==> src/core/sps_pkg.sv <==
// constants and state type for the page context stack
package sps_pkg;
   localparam int DATA_W = 8;
   localparam logic [7:0] ADDR_ACTIVE_PAGE = 8'ha7;
   localparam logic [7:0] ADDR_SECOND_ENTRY = 8'h85;
   localparam logic [7:0] ADDR_THIRD_ENTRY = 8'h86;
   localparam logic [7:0] ADDR_PAGED_LO = 8'hc0;
   localparam logic [7:0] PAGE_ZERO = 8'h00;
   localparam logic [7:0] PAGE_TWO = 8'h02;
   localparam logic [7:0] PAGE_FIFTEEN = 8'h0f;
   localparam logic [7:0] ENTRY_RESET = 8'h00;
   localparam logic [7:0] RDATA_IDLE = 8'h00;

   typedef logic [DATA_W-1:0] sps_byte_t;

   typedef struct packed {
      sps_byte_t active_page_selector;
      sps_byte_t page_stack_second_entry;
      sps_byte_t page_stack_third_entry;
      sps_byte_t rdata;
      logic rd_hit;
      logic sel_p0;
      logic sel_p2;
      logic sel_pf;
   } sps_state_t;

   function automatic logic sps_in_paged(input logic [7:0] addr);
      sps_in_paged = (addr >= ADDR_PAGED_LO);
   endfunction : sps_in_paged
endpackage : sps_pkg

==> src/core/sps_dec_if.sv <==
// address decode signals between stack control and decoder
`timescale 1ns/1ps
`default_nettype none
interface sps_dec_if;
   logic [7:0] addr;
   logic [7:0] page;
   logic hit_active;
   logic hit_second;
   logic hit_third;
   logic sel_p0;
   logic sel_p2;
   logic sel_pf;
   modport ctl (output addr, output page, input hit_active,
      input hit_second, input hit_third, input sel_p0, input sel_p2,
      input sel_pf);
   modport dec (input addr, input page, output hit_active,
      output hit_second, output hit_third, output sel_p0, output sel_p2,
      output sel_pf);
endinterface : sps_dec_if
`default_nettype wire

==> src/core/sps_addr_dec.sv <==
// register address decoder for stack bytes and paged range
`timescale 1ns/1ps
`default_nettype none
module sps_addr_dec
(
   sps_dec_if.dec dif
);
   import sps_pkg::*;

   logic paged;

   // stack bytes decode on every page
   assign dif.hit_active = (dif.addr == ADDR_ACTIVE_PAGE);
   assign dif.hit_second = (dif.addr == ADDR_SECOND_ENTRY);
   assign dif.hit_third = (dif.addr == ADDR_THIRD_ENTRY);
   assign paged = sps_in_paged(dif.addr);
   assign dif.sel_p0 = paged && (dif.page == PAGE_ZERO);
   assign dif.sel_p2 = paged && (dif.page == PAGE_TWO);
   assign dif.sel_pf = paged && (dif.page == PAGE_FIFTEEN);
endmodule : sps_addr_dec
`default_nettype wire

==> src/core/sps_page_stack.sv <==
// three-entry page context stack with register access and page decode
// Function
// three byte entries: active page, second entry, third entry
// interrupt return copies third entry into second entry
// software write to third entry replaces deepest stack value
// reading third entry returns deepest value without side effect
// register reads and writes never push or pop the stack
// only interrupt entry pushes and interrupt return pops
// third entry register sits at 0x86 on every page
// addresses 0xC0 to 0xFF decode with active page 0x0, 0x2, 0xF
// interrupt return loads second entry into active page
// with auto paging, entry loads interrupting peripheral page
// entry shifts page down one level; all entries reset to zero
`timescale 1ns/1ps
`default_nettype none
module sps_page_stack
(
   input wire logic CLK,
   input wire logic RST_N,
   input wire logic [7:0] ADDR,
   input wire logic WR_EN,
   input wire logic RD_EN,
   input wire sps_pkg::sps_byte_t WDATA,
   input wire logic INT_ENTRY,
   input wire logic INT_RETURN,
   input wire logic AUTO_PAGE_EN,
   input wire sps_pkg::sps_byte_t INT_PAGE,
   output logic [7:0] RDATA,
   output logic RD_HIT,
   output logic [7:0] ACTIVE_PAGE,
   output logic [7:0] SECOND_ENTRY,
   output logic [7:0] THIRD_ENTRY,
   output logic SEL_PAGE0,
   output logic SEL_PAGE2,
   output logic SEL_PAGEF
);
   import sps_pkg::*;

   // one-hot code of the stack operation taken this cycle
   typedef enum logic [3:0]
   {
      OP_IDLE = 4'h1,
      OP_POP = 4'h2,
      OP_PUSH = 4'h4,
      OP_WRITE = 4'h8
   } sps_op_t;

   // a return beats an entry, and either beats a software write
   function automatic sps_op_t sps_pick_op
   (
      input logic ret,
      input logic ent,
      input logic wr
   );
      sps_op_t op;
      op = OP_IDLE;
      if (ret)
      begin
         op = OP_POP;
      end
      else if (ent)
      begin
         op = OP_PUSH;
      end
      else if (wr)
      begin
         op = OP_WRITE;
      end
      return op;
   endfunction : sps_pick_op

   // read data of the addressed stack byte; idle value when none is hit
   function automatic sps_byte_t sps_read_byte
   (
      input sps_state_t st,
      input logic hit_a,
      input logic hit_s,
      input logic hit_t
   );
      sps_byte_t val;
      val = RDATA_IDLE;
      if (hit_a)
      begin
         val = st.active_page_selector;
      end
      else if (hit_s)
      begin
         val = st.page_stack_second_entry;
      end
      else if (hit_t)
      begin
         val = st.page_stack_third_entry;
      end
      return val;
   endfunction : sps_read_byte

   // a software write lands on its own byte and never shifts the stack
   function automatic sps_state_t sps_write_byte
   (
      input sps_state_t st,
      input logic hit_a,
      input logic hit_s,
      input logic hit_t,
      input sps_byte_t wdata
   );
      sps_state_t upd;
      upd = st;
      if (hit_a)
      begin
         upd.active_page_selector = wdata;
      end
      else if (hit_s)
      begin
         upd.page_stack_second_entry = wdata;
      end
      else if (hit_t)
      begin
         upd.page_stack_third_entry = wdata;
      end
      return upd;
   endfunction : sps_write_byte

   // operation that wins this cycle
   sps_op_t op_sel;
   assign op_sel = sps_pick_op(INT_RETURN, INT_ENTRY, WR_EN);

   sps_state_t state_reg;
   sps_state_t state_next;
   sps_dec_if dif ();

   assign dif.addr = ADDR;
   assign dif.page = state_reg.active_page_selector;

   sps_addr_dec u_dec
   (
      .dif(dif.dec)
   );

   always_comb
   begin
      state_next = state_reg;
      state_next.rd_hit = 1'b0;
      state_next.rdata = RDATA_IDLE;
      // paged select follows the page in force for this access
      state_next.sel_p0 = dif.sel_p0;
      state_next.sel_p2 = dif.sel_p2;
      state_next.sel_pf = dif.sel_pf;
      // reads only look; they never move the stack
      if (RD_EN)
      begin
         state_next.rdata = sps_read_byte(state_reg, dif.hit_active,
            dif.hit_second, dif.hit_third);
         state_next.rd_hit = dif.hit_active || dif.hit_second ||
            dif.hit_third;
      end
      // events beat software writes; a write in a push or pop is dropped
      case (op_sel)
         OP_POP:
         begin
            state_next.active_page_selector =
               state_reg.page_stack_second_entry;
            state_next.page_stack_second_entry =
               state_reg.page_stack_third_entry;
         end
         OP_PUSH:
         begin
            // the old third entry drops off the bottom
            state_next.page_stack_third_entry =
               state_reg.page_stack_second_entry;
            state_next.page_stack_second_entry =
               state_reg.active_page_selector;
            if (AUTO_PAGE_EN)
            begin
               state_next.active_page_selector = INT_PAGE;
            end
         end
         OP_WRITE:
         begin
            // each write touches its own byte only, no shift
            state_next = sps_write_byte(state_next, dif.hit_active,
               dif.hit_second, dif.hit_third, WDATA);
         end
         OP_IDLE:
         begin
            // nothing moves
         end
         default:
         begin
            // stack holds
         end
      endcase
   end

   always_ff @(posedge CLK)
   begin
      if (!RST_N)
      begin
         state_reg.active_page_selector <= ENTRY_RESET;
         state_reg.page_stack_second_entry <= ENTRY_RESET;
         state_reg.page_stack_third_entry <= ENTRY_RESET;
         state_reg.rdata <= RDATA_IDLE;
         state_reg.rd_hit <= 1'b0;
         state_reg.sel_p0 <= 1'b0;
         state_reg.sel_p2 <= 1'b0;
         state_reg.sel_pf <= 1'b0;
      end
      else
      begin
         state_reg <= state_next;
      end
   end

   assign RDATA = state_reg.rdata;
   assign RD_HIT = state_reg.rd_hit;
   assign ACTIVE_PAGE = state_reg.active_page_selector;
   assign SECOND_ENTRY = state_reg.page_stack_second_entry;
   assign THIRD_ENTRY = state_reg.page_stack_third_entry;
   assign SEL_PAGE0 = state_reg.sel_p0;
   assign SEL_PAGE2 = state_reg.sel_p2;
   assign SEL_PAGEF = state_reg.sel_pf;
endmodule : sps_page_stack
`default_nettype wire

==> config.mk <==
export PLATFORM = sky130hd
export DESIGN_NAME = sps_page_stack
export DESIGN_NICKNAME = d
export VERILOG_FILES = /design/src/core/sps_pkg.sv /design/src/core/sps_dec_if.sv /design/src/core/sps_addr_dec.sv /design/src/core/sps_page_stack.sv
export SDC_FILE = /design/constraint.sdc
export NUM_CORES = 1
export LEC_CHECK = 0
export ABC_AREA = 1
export BUFFER_PORTS_ARGS = -buffer_cell sky130_fd_sc_hd__buf_2
export CAP_MARGIN = 25
export CORE_ASPECT_RATIO = 0.7
export CORE_MARGIN = 3
export CORE_UTILIZATION = 54
export CTS_BUF_LIST = sky130_fd_sc_hd__clkbuf_16
export CTS_CLUSTER_SIZE = 8
export DETAILED_ROUTE_END_ITERATION = 16
export HOLD_SLACK_MARGIN = 0.08
export PLACE_DENSITY = 0.88
export SLEW_MARGIN = 40
export SYNTH_ARGS = -nofsm -noshare
export SYNTH_HDL_FRONTEND = slang
export SYNTH_HIERARCHICAL = 1
export SYNTH_SLANG_ARGS = --single-unit
==> constraint.sdc <==
create_clock -name CLK -period 4 [get_ports CLK]
set_input_delay 0.8 -clock CLK [delete_from_list [all_inputs] [get_ports CLK]]
set_output_delay 0.8 -clock CLK [all_outputs]
set_load 0.02 [all_outputs]
==> impl_metrics.toml <==
[clock_network]
tritoncts = "built"
cts_resized = 0
cts_buffers = 5
numClockSinks = 36
postCtsHoldBufs = 0
cts.htree.levels = 2
postCtsSetupBuffers = 0
cts_buffer_depth = 2
clk_root_buffer_cell = "sky130_fd_sc_hd__clkbuf_16"
clkTransAtPathRegs_ps = 60
clock_insertion_delay_worst_skew_ps = 280

[grt]
grt_pass1_vias = 2038
grt_first_pass_wirelength_mm = 9.25
gr_met3_demand_resource_pct = 8.39
grt_util_met2_pct = 43.4
number_of_antenna_violations_at_the_first_check_in_global_routing = 0
track_usage_pct = 26.2
grt_max_degree = 29
grt_util_met1_pct = 33.2
global_route_congestion_overflow_total = 0
busiest_layer = "met2"

[floorplanning]
chipHeight_um = 57.7
die_area_um2 = 4610
die_w_um = 79.9
initial_core_util_pct = 57.2
core-area_um2 = 3600
fp-row-count = 18
io-pin-count = 67

[routing]
number_of_detailed_routing_iterations_run_before_antenna_repair = 5
drcViolationCount = 0
wl_mm = 5.94
drt_first_iter_violations = 280
wl_per_cell_um = 13.5
antenna_violating_nets_left = 0
ratio_of_routed_vias_to_standard_cells = 5.22
vias = 2296

[timing]
max_freq_mhz = 444
final.setup.tns_ps = 0
worst_clock_skew_ps = 5.56
fin_hold_ws_ps = 566
slew_headroom_pct = 55.0
final_min_period_over_clock_period_pct = 56.3
timing.final.max_slew_violations = 0
setup_viol = 0
finalWorstPathRequiredPeriod_ps = 2250
finalWorstSetupSlack_ps = 1750
report.final.hold_viol_count = 0
rsz0062_at_grt = "no"
max_slew.worst_pin.slew_ps = 673

[logic_synthesis]
post_synth.cell_area_avg_um2 = 6.27
postSynthNetCount = 360
syn-instance-count = 329
synth_cell_type_count = 25
yosysTopAreaCell = "sky130_fd_sc_hd__dfxtp_1"
yosys_warnings = 6
post-synth-top-area-fraction_pct = 35.0
syn_area_um2 = 2060
synth_sequential_area_ratio_pct = 35.0
synth_seq_cells = 36
synth.area.top_cells = "sky130_fd_sc_hd__dfxtp_1, sky130_fd_sc_hd__nand2_1, sky130_fd_sc_hd__nor2_1"

[critical_path]
cp.required_ps = 4220
crit_arrival_ps = 2470
critical_path.max_fanout = 12
crit_path_end_kind = "register"
cp-start-kind = "primary input"
path_class = "in2reg"

[layout]
final_net_count = 420
areaGrowthSynthToFinish_pct = 22.3
proportion_of_layout_cells_with_a_drive_suffix_above_1_pct = 23.1
mostFrequentLayoutCells = "sky130_fd_sc_hd__nand2_1, sky130_fd_sc_hd__nor2_1, sky130_fd_sc_hd__buf_2, sky130_fd_sc_hd__inv_1, sky130_fd_sc_hd__dfxtp_1"
antenna_cells = 0
final_common_cell = "sky130_fd_sc_hd__nand2_1"

[placed_design]
placement.io_buffers = 66
gp_congestion = 0.813
detailedPlace.worstSlack_ps = 1560
place.detailed.hpwl_mm = 4.03

[pwr]
powerDensity_nw_per_um2 = 414
totalPowerFinal_mw = 1.04
total_leakage_power_nw = 1.32
ir_drop_uv = 332

[worst_hold_path]
min-delay-path-class = "reg2reg"

[flow_run]
maxCapViolations = 0

[status]
run_status = "finished, final reports clean"
-- metal layers --
metal	vias up	part of all wire, %
met5	-	0
met3	11	13
li1	1142	-
met1	1005	40
met4	0	1.4
met2	138	45
-- cells by family (layout without fill, tap and decap cells) --
logic type,count (synthesis),count (layout),synth area share (%)
AOI/OAI and AO/OA,26,26,7.04
DFF,36,36,35.0
and+or+nand+nor,207,207,44.5
buffers and inverters,60,121,13.5
-- metrics by stage --
step	utilization, %	cell area (µm²)	std cells
6_report	70.0	2520	440
5_1_grt	70.0	2520	440
4_1_cts	70.0	2520	440
3_5_place_dp	65.3	2350	432
3_3_place_gp	65.3	2350	432
2_1_floorplan	-	2060	329
-- state kept, by name, summed over array words and instances (netlist names) --
register and cells:
ACTIVE_PAGE 8, SEL_PAGE0 1, SEL_PAGEF 1, SECOND_ENTRY 8, THIRD_ENTRY 8, SEL_PAGE2 1, RDATA 8, RD_HIT 1
-- critical path, stage by stage --
cell                       delay [ps]
sky130_fd_sc_hd__buf_2             90
sky130_fd_sc_hd__inv_1             40
sky130_fd_sc_hd__nor2_1            50
sky130_fd_sc_hd__nand3b_1          90
sky130_fd_sc_hd__nor2_1            40
sky130_fd_sc_hd__inv_1            380
sky130_fd_sc_hd__nand2_1          130
sky130_fd_sc_hd__nor2_1           540
sky130_fd_sc_hd__a21oi_1          180
sky130_fd_sc_hd__nor2_1           120
-- final timing paths --
| kind | startpoint | slack, ps | end | cells past startpoint |
|---|---|---|---|---|
| max | ADDR[2] | 1750 | RDATA[5] | 10 |
| min reg2reg | THIRD_ENTRY[6] | 570 | RDATA[6] | 2 |
| min | THIRD_ENTRY[6] | 570 | RDATA[6] | 2 |
| max reg2reg | ACTIVE_PAGE[4] | 2990 | SEL_PAGE2 | 7 |
-- power breakdown --
part / internal (mW) / switching [mW]
combinational: 0.0654 / 0.130
clock: 0.293 / 0.154
sequential: 0.380 / 0.0214
total: 0.738 / 0.305
-- cell type report --
class / instances / area, µm²
flip-flops and latches: 36 / 721
fillers: 313 / 1080
multi-input cells: 233 / 1060
inverters: 47 / 176
well taps: 50 / 62.6
clock inverters: 3 / 42.5
clock buffers: 5 / 125
repair buffers: 66 / 330
-- synth_stat cells, drive strengths merged --
master,number
nand2,90
nor2,71
inv,47
dfxtp,36
nand3,35
buf,9
o21ai,9
a21oi,8
nand4,8
o22ai,8
clkbuf,4
or2,2
a31oi,1
nand3b,1
Power figures use the tool's default switching activity.
